==> config.mk <==
export PLATFORM = sky130hd
export DESIGN_NAME = rtca_top
export DESIGN_NICKNAME = d
export VERILOG_FILES = /design/src/logic/rtca_top.v
export VERILOG_INCLUDE_DIRS = /design/src /design/src/logic
export SDC_FILE = /design/constraint.sdc
export NUM_CORES = 1
export LEC_CHECK = 0
export BUFFER_PORTS_ARGS = -buffer_cell sky130_fd_sc_hd__buf_2
export CAP_MARGIN = 20
export CORE_ASPECT_RATIO = 0.5
export CORE_MARGIN = 2
export CORE_UTILIZATION = 56
export CTS_CLUSTER_DIAMETER = 40
export DETAILED_ROUTE_END_ITERATION = 8
export PLACE_DENSITY = 0.85
export SYNTH_ARGS = -nofsm -noshare
export SYNTH_HDL_FRONTEND = slang
export SYNTH_SLANG_ARGS = --single-unit
==> constraint.sdc <==
create_clock -name clk_i -period 1.9 [get_ports clk_i]
set_clock_uncertainty 0.05 [all_clocks]
set_input_delay 0.38 -clock clk_i [delete_from_list [all_inputs] [get_ports clk_i]]
set_output_delay 0.38 -clock clk_i [all_outputs]
set_load 0.01 [all_outputs]
==> src/logic/rtca_map.vh <==
`ifndef RTCA_MAP_VH
`define RTCA_MAP_VH
// register byte addresses
`define RTCA_A_EIE 8'he8
`define RTCA_A_ASS 8'hf2
`define RTCA_A_AS 8'hf3
`define RTCA_A_AM 8'hf4
`define RTCA_A_AH 8'hf5
`define RTCA_A_ISTAT 8'hf6
`define RTCA_A_IMASK 8'hf7
`define RTCA_A_EIP 8'hf8
`define RTCA_A_CC 8'hf9
`define RTCA_A_TSS 8'hfa
`define RTCA_A_TS 8'hfb
`define RTCA_A_TM 8'hfc
`define RTCA_A_TH 8'hfd
`define RTCA_A_D0 8'hfe
`define RTCA_A_D1 8'hff
// clock_control fields
`define RTCA_CC_SS_ME 7
`define RTCA_CC_S_ME 6
`define RTCA_CC_M_ME 5
`define RTCA_CC_H_ME 4
`define RTCA_CC_RE 3
`define RTCA_CC_WE 2
`define RTCA_CC_FLAG 1
`define RTCA_CC_OSC 0
// alarm enable / priority bit in the extended irq registers
`define RTCA_EX_ALARM 5
// irq status / mask fields
`define RTCA_IS_ALARM 0
`define RTCA_IS_SEC 1
// reset values
`define RTCA_RST_8 8'h00
`define RTCA_RST_DAY 16'h0000
// time base
`define RTCA_XTAL_HZ 32768
`define RTCA_SUBSEC_PER_S 256
`define RTCA_PRESC_DIV (`RTCA_XTAL_HZ / `RTCA_SUBSEC_PER_S)
`define RTCA_PRESC_LAST 7'h7f
// wrap points
`define RTCA_SS_LAST 8'hff
`define RTCA_SEC_LAST 6'h3b
`define RTCA_MIN_LAST 6'h3b
`define RTCA_HOUR_LAST 5'h17
`define RTCA_DOW_LAST 3'h6
`endif

==> src/logic/rtca_top.v <==
// The implementer's own choice: the address-and-strobe port.
`timescale 1ns/10ps
`include "rtca_map.vh"
module rtca_top (
    input wire clk_i,
    input wire rst_b_i,
    input wire [7:0] addr_i,
    input wire [7:0] wdata_i,
    input wire wr_i,
    input wire rd_i,
    output reg [7:0] rdata_o,
    input wire timekeeping_xtal_in_i,
    output reg timekeeping_xtal_out_o,
    output wire alarm_irq_o,
    output wire alarm_irq_priority_o,
    output wire irq_o
);

////////////////////////////////////////////////////////////////////////
// address decode helpers

// time and calendar registers share the read/write gating
function is_time_reg;
    input [7:0] a;
    begin
        is_time_reg = (a >= `RTCA_A_TSS);
    end
endfunction

// alarm registers sit in a contiguous block
function is_alarm_reg;
    input [7:0] a;
    begin
        is_alarm_reg = (a >= `RTCA_A_ASS) && (a <= `RTCA_A_AH);
    end
endfunction

////////////////////////////////////////////////////////////////////////
// registers

reg [7:0] extended_irq_enable;
reg [7:0] extended_irq_priority;
reg [7:0] cc;
reg [7:0] alarm_subseconds;
reg [5:0] alarm_seconds;
reg [5:0] alarm_minutes;
reg [4:0] alarm_hours;
reg [1:0] irq_status;
reg [1:0] irq_mask;
reg [6:0] presc;
reg [7:0] time_subseconds;
reg [5:0] time_seconds;
reg [5:0] time_minutes;
reg [4:0] time_hours;
reg [2:0] day_of_week;
reg [15:0] day_count;
reg [7:0] snap_ss;
reg [5:0] snap_s;
reg [5:0] snap_m;
reg [7:0] snap_h;
reg [15:0] snap_day;
reg xtal_s1;
reg xtal_s2;
reg xtal_s3;
reg tick_q;
reg sec_q;

wire osc_en;
wire time_we;
wire time_re;
wire xtal_rise;
wire tick;
wire sec_wrap;
wire time_wr;
wire cc_wr;
wire alarm_match;
wire [7:0] hours_reg;
reg [7:0] next_cc;
reg [7:0] rd_mux;

assign osc_en = cc[`RTCA_CC_OSC];
assign time_we = cc[`RTCA_CC_WE];
assign time_re = cc[`RTCA_CC_RE];
assign time_wr = wr_i && time_we && is_time_reg(addr_i);
assign cc_wr = wr_i && (addr_i == `RTCA_A_CC);
assign hours_reg = {day_of_week, time_hours};

////////////////////////////////////////////////////////////////////////
// crystal input and oscillator drive

// two stages before any logic; third stage only for edge detect
always @(posedge clk_i or negedge rst_b_i) begin
    if (!rst_b_i) begin
        xtal_s1 <= 1'b0;
        xtal_s2 <= 1'b0;
        xtal_s3 <= 1'b0;
    end else begin
        xtal_s1 <= timekeeping_xtal_in_i;
        xtal_s2 <= xtal_s1;
        xtal_s3 <= xtal_s2;
    end
end

assign xtal_rise = xtal_s2 && !xtal_s3;

// amplifier drive is cut when disabled to spare the backup cell
always @(posedge clk_i or negedge rst_b_i) begin
    if (!rst_b_i) begin
        timekeeping_xtal_out_o <= 1'b0;
    end else begin
        timekeeping_xtal_out_o <= osc_en && !xtal_s2;
    end
end

////////////////////////////////////////////////////////////////////////
// prescaler: crystal edges to subsecond ticks

// divide by 32768/256 = 128 crystal cycles per tick
always @(posedge clk_i or negedge rst_b_i) begin
    if (!rst_b_i) begin
        presc <= 7'h00;
    end else if (time_wr && (addr_i == `RTCA_A_TSS)) begin
        presc <= 7'h00; // fresh subsecond after a set
    end else if (osc_en && xtal_rise) begin
        presc <= presc + 7'h01;
    end
end

// ticks are dropped while software holds write enable
assign tick = osc_en && xtal_rise && !time_we && (presc == `RTCA_PRESC_LAST);
assign sec_wrap = tick && (time_subseconds == `RTCA_SS_LAST);

////////////////////////////////////////////////////////////////////////
// time of day and calendar counters

// counting never stops for main supply loss, only for osc enable off or write enable set
always @(posedge clk_i or negedge rst_b_i) begin
    if (!rst_b_i) begin
        time_subseconds <= `RTCA_RST_8;
        time_seconds <= 6'h00;
        time_minutes <= 6'h00;
        time_hours <= 5'h00;
        day_of_week <= 3'h0;
        day_count <= `RTCA_RST_DAY;
    end else if (time_wr) begin
        case (addr_i)
            `RTCA_A_TSS: begin
                time_subseconds <= wdata_i;
            end
            `RTCA_A_TS: begin
                time_seconds <= wdata_i[5:0];
            end
            `RTCA_A_TM: begin
                time_minutes <= wdata_i[5:0];
            end
            `RTCA_A_TH: begin
                time_hours <= wdata_i[4:0];
                day_of_week <= wdata_i[7:5];
            end
            `RTCA_A_D0: begin
                day_count[7:0] <= wdata_i;
            end
            `RTCA_A_D1: begin
                day_count[15:8] <= wdata_i;
            end
            default: begin
                day_count <= day_count;
            end
        endcase
    end else if (tick) begin
        time_subseconds <= time_subseconds + 8'h01;
        if (sec_wrap) begin
            if (time_seconds == `RTCA_SEC_LAST) begin
                time_seconds <= 6'h00;
                if (time_minutes == `RTCA_MIN_LAST) begin
                    time_minutes <= 6'h00;
                    if (time_hours == `RTCA_HOUR_LAST) begin
                        time_hours <= 5'h00;
                        day_count <= day_count + 16'h0001;
                        if (day_of_week == `RTCA_DOW_LAST) begin
                            day_of_week <= 3'h0;
                        end else begin
                            day_of_week <= day_of_week + 3'h1;
                        end
                    end else begin
                        time_hours <= time_hours + 5'h01;
                    end
                end else begin
                    time_minutes <= time_minutes + 6'h01;
                end
            end else begin
                time_seconds <= time_seconds + 6'h01;
            end
        end
    end
end

////////////////////////////////////////////////////////////////////////
// read snapshot

// frozen while read enable is set, so a carry cannot tear a read
always @(posedge clk_i or negedge rst_b_i) begin
    if (!rst_b_i) begin
        snap_ss <= `RTCA_RST_8;
        snap_s <= 6'h00;
        snap_m <= 6'h00;
        snap_h <= `RTCA_RST_8;
        snap_day <= `RTCA_RST_DAY;
    end else if (!time_re) begin
        snap_ss <= time_subseconds;
        snap_s <= time_seconds;
        snap_m <= time_minutes;
        snap_h <= hours_reg;
        snap_day <= day_count;
    end
end

////////////////////////////////////////////////////////////////////////
// alarm comparator

// unselected fields always agree; none selected fires every tick
assign alarm_match = tick_q
    && (!cc[`RTCA_CC_SS_ME] || (time_subseconds == alarm_subseconds))
    && (!cc[`RTCA_CC_S_ME] || (time_seconds == alarm_seconds))
    && (!cc[`RTCA_CC_M_ME] || (time_minutes == alarm_minutes))
    && (!cc[`RTCA_CC_H_ME] || (time_hours == alarm_hours));

// compare one cycle after the tick, once counters have moved
always @(posedge clk_i or negedge rst_b_i) begin
    if (!rst_b_i) begin
        tick_q <= 1'b0;
        sec_q <= 1'b0;
    end else begin
        tick_q <= tick;
        sec_q <= sec_wrap;
    end
end

////////////////////////////////////////////////////////////////////////
// alarm and irq configuration registers

// reset stands for the backup supply coming up, not a main reset
always @(posedge clk_i or negedge rst_b_i) begin
    if (!rst_b_i) begin
        extended_irq_enable <= `RTCA_RST_8;
        extended_irq_priority <= `RTCA_RST_8;
        alarm_subseconds <= `RTCA_RST_8;
        alarm_seconds <= 6'h00;
        alarm_minutes <= 6'h00;
        alarm_hours <= 5'h00;
        irq_mask <= 2'h0;
    end else if (wr_i) begin
        case (addr_i)
            `RTCA_A_EIE: extended_irq_enable <= wdata_i;
            `RTCA_A_EIP: extended_irq_priority <= wdata_i;
            `RTCA_A_ASS: alarm_subseconds <= wdata_i;
            `RTCA_A_AS: alarm_seconds <= wdata_i[5:0];
            `RTCA_A_AM: alarm_minutes <= wdata_i[5:0];
            `RTCA_A_AH: alarm_hours <= wdata_i[4:0];
            `RTCA_A_IMASK: irq_mask <= wdata_i[1:0];
            default: irq_mask <= irq_mask;
        endcase
    end
end

////////////////////////////////////////////////////////////////////////
// control register

// flag: a match in the clearing cycle wins over the zero written
always @* begin
    next_cc = cc;
    if (cc_wr) begin
        next_cc = wdata_i;
        next_cc[`RTCA_CC_FLAG] = cc[`RTCA_CC_FLAG] && wdata_i[`RTCA_CC_FLAG];
    end
    if (alarm_match) begin
        next_cc[`RTCA_CC_FLAG] = 1'b1;
    end
end

// this register lives in the backup domain with the counters
always @(posedge clk_i or negedge rst_b_i) begin
    if (!rst_b_i) begin
        cc <= `RTCA_RST_8;
    end else begin
        cc <= next_cc;
    end
end

////////////////////////////////////////////////////////////////////////
// sticky status, write one to clear, set wins

always @(posedge clk_i or negedge rst_b_i) begin
    if (!rst_b_i) begin
        irq_status <= 2'h0;
    end else begin
        if (wr_i && (addr_i == `RTCA_A_ISTAT)) begin
            irq_status <= (irq_status & ~wdata_i[1:0])
                | {sec_q, alarm_match};
        end else begin
            irq_status <= irq_status | {sec_q, alarm_match};
        end
    end
end

// no clock gating here, so the request holds through Stop mode
assign alarm_irq_o = cc[`RTCA_CC_FLAG] && extended_irq_enable[`RTCA_EX_ALARM];
assign alarm_irq_priority_o = extended_irq_priority[`RTCA_EX_ALARM];
assign irq_o = |(irq_status & irq_mask);

////////////////////////////////////////////////////////////////////////
// read path

// time registers come from the snapshot; reserved bits read zero
always @* begin
    rd_mux = 8'h00;
    if (is_time_reg(addr_i)) begin
        case (addr_i)
            `RTCA_A_TSS: begin
                rd_mux = snap_ss;
            end
            `RTCA_A_TS: begin
                rd_mux = {2'h0, snap_s};
            end
            `RTCA_A_TM: begin
                rd_mux = {2'h0, snap_m};
            end
            `RTCA_A_TH: begin
                rd_mux = snap_h;
            end
            `RTCA_A_D0: begin
                rd_mux = snap_day[7:0];
            end
            default: begin
                rd_mux = snap_day[15:8];
            end
        endcase
    end else if (is_alarm_reg(addr_i)) begin
        case (addr_i)
            `RTCA_A_ASS: rd_mux = alarm_subseconds;
            `RTCA_A_AS: rd_mux = {2'h0, alarm_seconds};
            `RTCA_A_AM: rd_mux = {2'h0, alarm_minutes};
            default: rd_mux = {3'h0, alarm_hours};
        endcase
    end else begin
        case (addr_i)
            `RTCA_A_EIE: begin
                rd_mux = extended_irq_enable;
            end
            `RTCA_A_EIP: begin
                rd_mux = extended_irq_priority;
            end
            `RTCA_A_CC: begin
                rd_mux = cc;
            end
            `RTCA_A_ISTAT: begin
                rd_mux = {6'h00, irq_status};
            end
            `RTCA_A_IMASK: begin
                rd_mux = {6'h00, irq_mask};
            end
            default: begin
                rd_mux = 8'h00;
            end
        endcase
    end
end

// data valid only in the cycle after the strobe
always @(posedge clk_i or negedge rst_b_i) begin
    if (!rst_b_i) begin
        rdata_o <= 8'h00;
    end else if (rd_i) begin
        rdata_o <= rd_mux;
    end else begin
        rdata_o <= 8'h00;
    end
end

endmodule

Yosys cells after proc, flatten, opt, wreduce, memory -nomap -nowiden
Cells that the tools add are included.
W data, S select, Z words.
{"block": "totals", "reg_bits": 162, "out_inout_bits": 12, "wordCells": 175}
{"block": "op_classes", "addsub": 7, "n_lt_le_gt_ge": 3, "eq_ne": 31, "mux": 48, "bitwise": 5, "n_reduce_logical": 51}
{"op": "$eq A8 B8 Y1 const B", "n": 16}
{"op": "$mux W16", "n": 6}
{"op": "$pmux W8 S5", "n": 2}
{"op": "$mux W6", "n": 11}
{"op": "$mux W8", "n": 8}
{"op": "$mux W5", "n": 7}
{"op": "$mux W3", "n": 8}
{"op": "$pmux W8 S3", "n": 1}
{"op": "$logic_and A1 B1 Y1", "n": 18}
{"op": "$reduce_and A6 Y1", "n": 3}
{"op": "$add A16 B1 Y16 const B", "n": 1}
{"op": "$ge A8 B8 Y1 const B", "n": 2}
{"op": "$reduce_and A2 Y1", "n": 8}
{"op": "$mux W7", "n": 2}
{"op": "$reduce_bool A2 Y1", "n": 7}
{"op": "$add A6 B1 Y6 const B", "n": 2}
{"op": "$eq A6 B6 Y1", "n": 2}
{"op": "$eq A6 B6 Y1 const B", "n": 2}
{"op": "$ne A2 B1 Y1 const B", "n": 6}
{"op": "$add A8 B1 Y8 const B", "n": 1}
{"op": "$eq A8 B8 Y1", "n": 1}
{"op": "$le A8 B8 Y1 const B", "n": 1}
{"op": "$add A7 B1 Y7 const B", "n": 1}
{"op": "$eq A7 B7 Y1 const B", "n": 1}
{"op": "other kinds (16)", "n": 28}

Longest topological paths before layout
{"block": "logic_depth", "word_depth": 9, "depth_mapped": 9, "ltp_nobuf": 6}

Worst setup path before layout
Ideal clock, no wire load.
{"block": "synth_timing", "path_type": "input -> register", "startpoint": "input addr_i[1]", "endpoint": "register time_minutes[0]", "arrival_ns": 1.803, "t_required_ns": 1.725, "path_slack_ns": -0.078, "stages": 6, "n_path_buf": 2, "cell_sequence": "buf_2 > nand2b_1 > nor4_1 > or2_2 > buf_2 > mux2_2"}
{"block": "synth_via", "elab_chain_cells": 4}
{"item": "from (decl)", "line": "rtca_top.v:7", "text": "input wire [7:0] addr_i,"}
{"item": "$ge A8 B8 Y1 (no line)"}
{"item": "$logic_and A1 B1 Y1", "line": "rtca_top.v:84", "text": "assign time_wr = wr_i && time_we && is_time_reg(addr_i);"}
{"item": "$ne A2 B1 Y1 (no line) or $reduce_bool A2 Y1 (tied branches)"}
{"item": "$reduce_and A4 Y1 (no line)"}
{"item": "to (signal assigned)", "line": "rtca_top.v:154", "text": "time_minutes <= wdata_i[5:0];"}
{"item": "to (signal assigned)", "line": "rtca_top.v:189", "text": "time_minutes <= time_minutes + 6'h01;"}
{"item": "to (decl)", "line": "rtca_top.v:53", "text": "reg [5:0] time_minutes;"}
Several ways; a longest one is shown, not always the timed one.
A chain may end at the register's enable or synchronous reset.

Final worst setup path
{"block": "layout_timing", "startpoint": "register cc[2]", "endpoint": "register day_of_week[1]"}
{"block": "layout_via", "elab_chain_cells": 6}
{"item": "from (decl)", "line": "rtca_top.v:43", "text": "reg [7:0] cc;"}
{"item": "from (signal assigned)", "line": "rtca_top.v:284", "text": "cc <= `RTCA_RST_8;"}
{"item": "from (signal assigned)", "line": "rtca_top.v:286", "text": "cc <= next_cc;"}
{"item": "$logic_not A1 Y1", "line": "rtca_top.v:130", "text": "assign tick = osc_en && xtal_rise && !time_we && (presc == `RTCA_PRESC_LAST);"}
{"item": "$logic_and A1 B1 Y1 (2 in a row)", "line": "rtca_top.v:130"}
{"item": "$logic_and A1 B1 Y1", "line": "rtca_top.v:131", "text": "assign sec_wrap = tick && (time_subseconds == `RTCA_SS_LAST);"}
{"item": "$reduce_bool A2 Y1 (no line)"}
{"item": "$reduce_and A6 Y1 (no line)"}
{"item": "to (signal assigned)", "line": "rtca_top.v:158", "text": "day_of_week <= wdata_i[7:5];"}
{"item": "to (signal assigned)", "line": "rtca_top.v:183", "text": "day_of_week <= day_of_week + 3'h1;"}
{"item": "to (decl)", "line": "rtca_top.v:55", "text": "reg [2:0] day_of_week;"}
Several ways; a longest one is shown, not always the timed one.

==> qor.json <==
{
  "remaining_drc_errors": {"value": 32},
  "cp_data_arrival_time": {"value": 2.55, "unit": "ns"},
  "final_nets": {"value": 1014},
  "hold_path.class": {"value": "in -> reg"},
  "vias": {"value": 8897},
  "required": {"value": 2.15, "unit": "ns"},
  "num_cts_buffers": {"value": 17},
  "synthesis.instances": {"value": 817},
  "finalWorstSetupSlack": {"value": -0.395, "unit": "ns"},
  "detailed_route_wire_length_per_cell": {"value": 28.8, "unit": "um"},
  "rsz0062_at_grt": {"value": "yes"},
  "grt_first_pass_wirelength": {"value": 46500, "unit": "um"},
  "cp_startpoint_kind": {"value": "flip-flop"},
  "globalRouteTotalUtil": {"value": 36.8, "unit": "%"},
  "layout_worst_path_cycle_share": {"value": 121, "unit": "%"},
  "share_comb_of_total_power": {"value": 13.5, "unit": "%"},
  "hold_depth": {"value": 1},
  "clock_sinks": {"value": 162},
  "drt-vias-per-instance": {"value": 7.39},
  "yosysSeqAreaShare": {"value": 46.6, "unit": "%"},
  "die_width": {"value": 180, "unit": "um"},
  "overflow": {"value": 0},
  "yosys.cell_types.count": {"value": 82},
  "floorplan.initialDensity": {"value": 56.8, "unit": "%"},
  "period_needed": {"value": 2.30, "unit": "ns"},
  "sw_ratio": {"value": 27.0, "unit": "%"},
  "routed_wirelength": {"value": 34700, "unit": "um"},
  "fmaxAchievable": {"value": 436, "unit": "MHz"},
  "dr.first_iter.drc_count": {"value": 2201},
  "outcome": {"value": "finished, violations left"},
  "whs_endpoint": {"value": "xtal_s1"},
  "clkSlewWorstSetupHoldPaths": {"value": 0.07, "unit": "ns"},
  "hold-worst-slack": {"value": -0.000204, "unit": "ns"},
  "antenna_found_initial": {"value": 1},
  "grt_max_degree": {"value": 54},
  "core": {"value": 15300, "unit": "um^2"},
  "flow.area_growth_from_synthesis": {"value": 30.8, "unit": "%"},
  "worst_slew_margin_rel": {"value": 61.6, "unit": "%"},
  "actual_slew_at_the_worst_max_slew_pin": {"value": 0.577, "unit": "ns"},
  "cts_tree": {"value": "done"},
  "post_synth_instance_area": {"value": 8690, "unit": "um^2"},
  "gp_routability_congestion": {"value": 0.975},
  "cts_buffer_depth": {"value": 2},
  "synth_seq_cells": {"value": 162},
  "finish.instance_area": {"value": 11400, "unit": "um^2"},
  "tns": {"value": -6.56, "unit": "ns"},
  "syn-num-nets": {"value": 844},
  "timing.rr.end": {"value": "day_of_week[1]"},
  "cts_root_buf": {"value": "sky130_fd_sc_hd__clkbuf_16"},
  "drive_gt1_share": {"value": 41.6, "unit": "%"},
  "clk-insertion-delay-late": {"value": 0.45, "unit": "ns"},
  "chip_height": {"value": 92.1, "unit": "um"},
  "synthDominantCellAreaShare": {"value": 46.6, "unit": "%"},
  "first_global_vias": {"value": 8165},
  "finalHoldViolations": {"value": 1},
  "h_tree_levels": {"value": 4},
  "maxSlewViolCount": {"value": 0},
  "die-area": {"value": 16600, "unit": "um^2"},
  "intPower": {"value": 0.00637, "unit": "W"},
  "avgSynthCellArea": {"value": 10.6, "unit": "um^2"},
  "netlist_top_cells_area": {"value": "sky130_fd_sc_hd__dfrtp_1 (47%), sky130_fd_sc_hd__mux2_2 (12%), sky130_fd_sc_hd__nand2_1 (3.1%), sky130_fd_sc_hd__mux2i_1 (2.8%), sky130_fd_sc_hd__o21ai_0 (2.7%)"},
  "core.rowCount": {"value": 32},
  "r2r_setup_slack": {"value": -0.40, "unit": "ns"},
  "multi_input_area": {"value": 4710, "unit": "um^2"},
  "netlist.top_cell.by_area": {"value": "sky130_fd_sc_hd__dfrtp_1"},
  "worst_hold_startpoint": {"value": "timekeeping_xtal_in_i"},
  "power.share.clock": {"value": 43.8, "unit": "%"},
  "ff2ff_path_depth": {"value": 8},
  "place.detailed.hpwl": {"value": 19000, "unit": "um"},
  "critPathCaptureType": {"value": "flip-flop"},
  "timing.max_cap.violations": {"value": 0},
  "criticalPathCategory": {"value": "reg -> reg"},
  "setup_viol_count_final": {"value": 41},
  "power.share.sequential": {"value": 42.6, "unit": "%"},
  "n_antenna_cell": {"value": 0},
  "portBuffers": {"value": 32},
  "reported_leakage_power": {"value": 5.27, "unit": "nW"},
  "nFillCells": {"value": 786},
  "worst_ir_drop_vdd": {"value": 0.000867, "unit": "V"},
  "drtPass1Iterations": {"value": 9},
  "detail-route-antenna-nets": {"value": 0},
  "num_io_pins": {"value": 33},
  "crit_fanout": {"value": 4},
  "yosys_warnings": {"value": 0},
  "power-per-cell-area": {"value": 767, "unit": "nW/um^2"},
  "yosys_most_used_dff": {"value": "sky130_fd_sc_hd__dfrtp_1"},
  "violations": {"value": "DRC, hold timing, setup timing"},
  "crit-reg2reg-launch": {"value": "cc[2]"},
  "synth-edff-count": {"value": 0},
  "worst_setup_path_startpoint": {"value": "cc[2]"},
  "asyncSetResetFlopFracSynth": {"value": 100, "unit": "%"},
  "seqCellArea": {"value": 4060, "unit": "um^2"},
  "placed_cell_area": {"value": 10100, "unit": "um^2"},
  "power_switching": {"value": 0.00236, "unit": "W"}
}
-- worst max-delay path, cell delays in order (launching register included) --
cell and delay (ns):
sky130_fd_sc_hd__dfrtp_1 0.41, sky130_fd_sc_hd__buf_6 0.13, sky130_fd_sc_hd__nand2_1 0.21, sky130_fd_sc_hd__nor4_4 0.54
sky130_fd_sc_hd__buf_4 0.22, sky130_fd_sc_hd__a41oi_1 0.06, sky130_fd_sc_hd__buf_4 0.22, sky130_fd_sc_hd__o21ai_1 0.19
sky130_fd_sc_hd__o21ai_0 0.13
-- logic make-up (layout without fill, tap and decap cells) --
logic type / count (synthesis) / count (layout) / synth area share [%]
xor gates and xnor gates: 31 / 31 / 3.12
muxes: 119 / 119 / 15.1
buffers and inverters: 66 / 249 / 3.53
DFF: 162 / 162 / 46.6
adders and majority gates: 6 / 6 / 0.864
AOI/OAI and AO/OA: 185 / 185 / 14.4
and+or+nand+nor: 248 / 248 / 16.4
-- through the flow --
step / total power, W / util, % / setup WS [ns] / instances
floorplan: 0.00422 / - / 0.000317 / 817
global placement: 0.00465 / 66.0 / -0.176 / 1152
detailed placement: 0.00471 / 66.0 / -0.216 / 1152
CTS: 0.00850 / 71.4 / -0.0692 / 1194
global route: 0.00891 / 74.3 / -0.382 / 1204
finish: 0.00873 / 74.3 / -0.395 / 1204
-- repair_timing --
action / 4_1_cts / 5_1_grt
pin swaps: 8 / 24
hold endpoints to repair: 40 / 0
setup buffers: 9 / 8
cloned: 0 / 3
setup endpoints to repair: 44 / 44
hold buffers: 1 / 0
gates resized for setup: 35 / 84
-- synth_stat cells, types with 4 or more instances --
master	count
sky130_fd_sc_hd__o31ai_1	10
sky130_fd_sc_hd__nor3_1	12
sky130_fd_sc_hd__a211oi_1	7
sky130_fd_sc_hd__nor2_1	32
sky130_fd_sc_hd__ha_1	6
sky130_fd_sc_hd__a22oi_1	5
sky130_fd_sc_hd__a31o_2	5
sky130_fd_sc_hd__nand3b_1	4
sky130_fd_sc_hd__a221oi_1	4
sky130_fd_sc_hd__nand4_1	12
sky130_fd_sc_hd__mux2i_1	24
sky130_fd_sc_hd__xor2_1	8
sky130_fd_sc_hd__nand2_1	72
sky130_fd_sc_hd__o31a_1	6
sky130_fd_sc_hd__a21oi_1	39
sky130_fd_sc_hd__buf_4	4
sky130_fd_sc_hd__clkbuf_1	17
sky130_fd_sc_hd__nand3_1	33
sky130_fd_sc_hd__inv_1	14
sky130_fd_sc_hd__and2_1	6
sky130_fd_sc_hd__nand2b_1	12
sky130_fd_sc_hd__dfrtp_1	162
sky130_fd_sc_hd__a31oi_1	7
sky130_fd_sc_hd__a2bb2oi_1	7
sky130_fd_sc_hd__and3_1	10
sky130_fd_sc_hd__nor2_2	4
sky130_fd_sc_hd__nor2b_1	4
sky130_fd_sc_hd__xnor2_1	23
sky130_fd_sc_hd__o22ai_1	5
sky130_fd_sc_hd__a22o_1	7
sky130_fd_sc_hd__mux2_2	94
sky130_fd_sc_hd__o21ai_0	47
sky130_fd_sc_hd__buf_2	29
-- cell type report --
class	instances	area share, %
multi-input cells	589	41.4
flip-flops and latches	162	35.7
inverters	14	0.462
clock inverters	12	1.58
clock buffers	20	4.02
well taps	204	2.24
repair buffers	203	14.6
-- placed cells by master (no fill, tap or decap), types with 23 or more instances in the layout --
cell type and n:
sky130_fd_sc_hd__mux2i_1 24, sky130_fd_sc_hd__buf_6 23, sky130_fd_sc_hd__buf_4 138, sky130_fd_sc_hd__o21ai_0 29, sky130_fd_sc_hd__nor2_1 32, sky130_fd_sc_hd__mux2_2 92
sky130_fd_sc_hd__dfrtp_1 161, sky130_fd_sc_hd__a21oi_1 32, sky130_fd_sc_hd__buf_2 31, sky130_fd_sc_hd__nand3_1 32, sky130_fd_sc_hd__nand2_1 68
-- registers in the layout, indices dropped and copies added, names as in the netlist, 7 cells and up --
signal,flops
snap_ss,8
day_count,16
presc,7
rdata_o,8
alarm_subseconds,8
extended_irq_enable,8
snap_day,16
time_subseconds,8
cc,8
extended_irq_priority,8
snap_h,8
-- routing by layer --
metal	vias to the layer above	part of all wire [%]	track usage [%]
met5	-	0.14	0
met4	2	8.9	18.5
met3	380	16	11.4
met2	979	41	55.6
met1	4175	34	48.3
li1	3361	-	-
-- worst max-delay path by stage --
stage,to,slack (ns),cells past startpoint
after floorplan,extended_irq_priority[0],0.0003,6
after global placement,time_seconds[2],-0.18,9
after detailed placement,day_of_week[1],-0.22,9
after CTS,time_seconds[0],-0.07,8
after global routing,day_of_week[1],-0.38,8
final,day_of_week[1],-0.40,8
-- power groups by stage --
stage | clock, W | sequential, W | combinational (W)
4_1_cts | 0.00374 | 0.00371 | 0.00105
3_5_place_dp | 0 | 0.00377 | 0.000942
3_3_place_gp | 0 | 0.00376 | 0.000898
2_1_floorplan | 0 | 0.00376 | 0.000460
6_report | 0.00383 | 0.00372 | 0.00118
5_1_grt | 0.00394 | 0.00373 | 0.00124
Note: power is estimated with default switching activity, not from simulation.
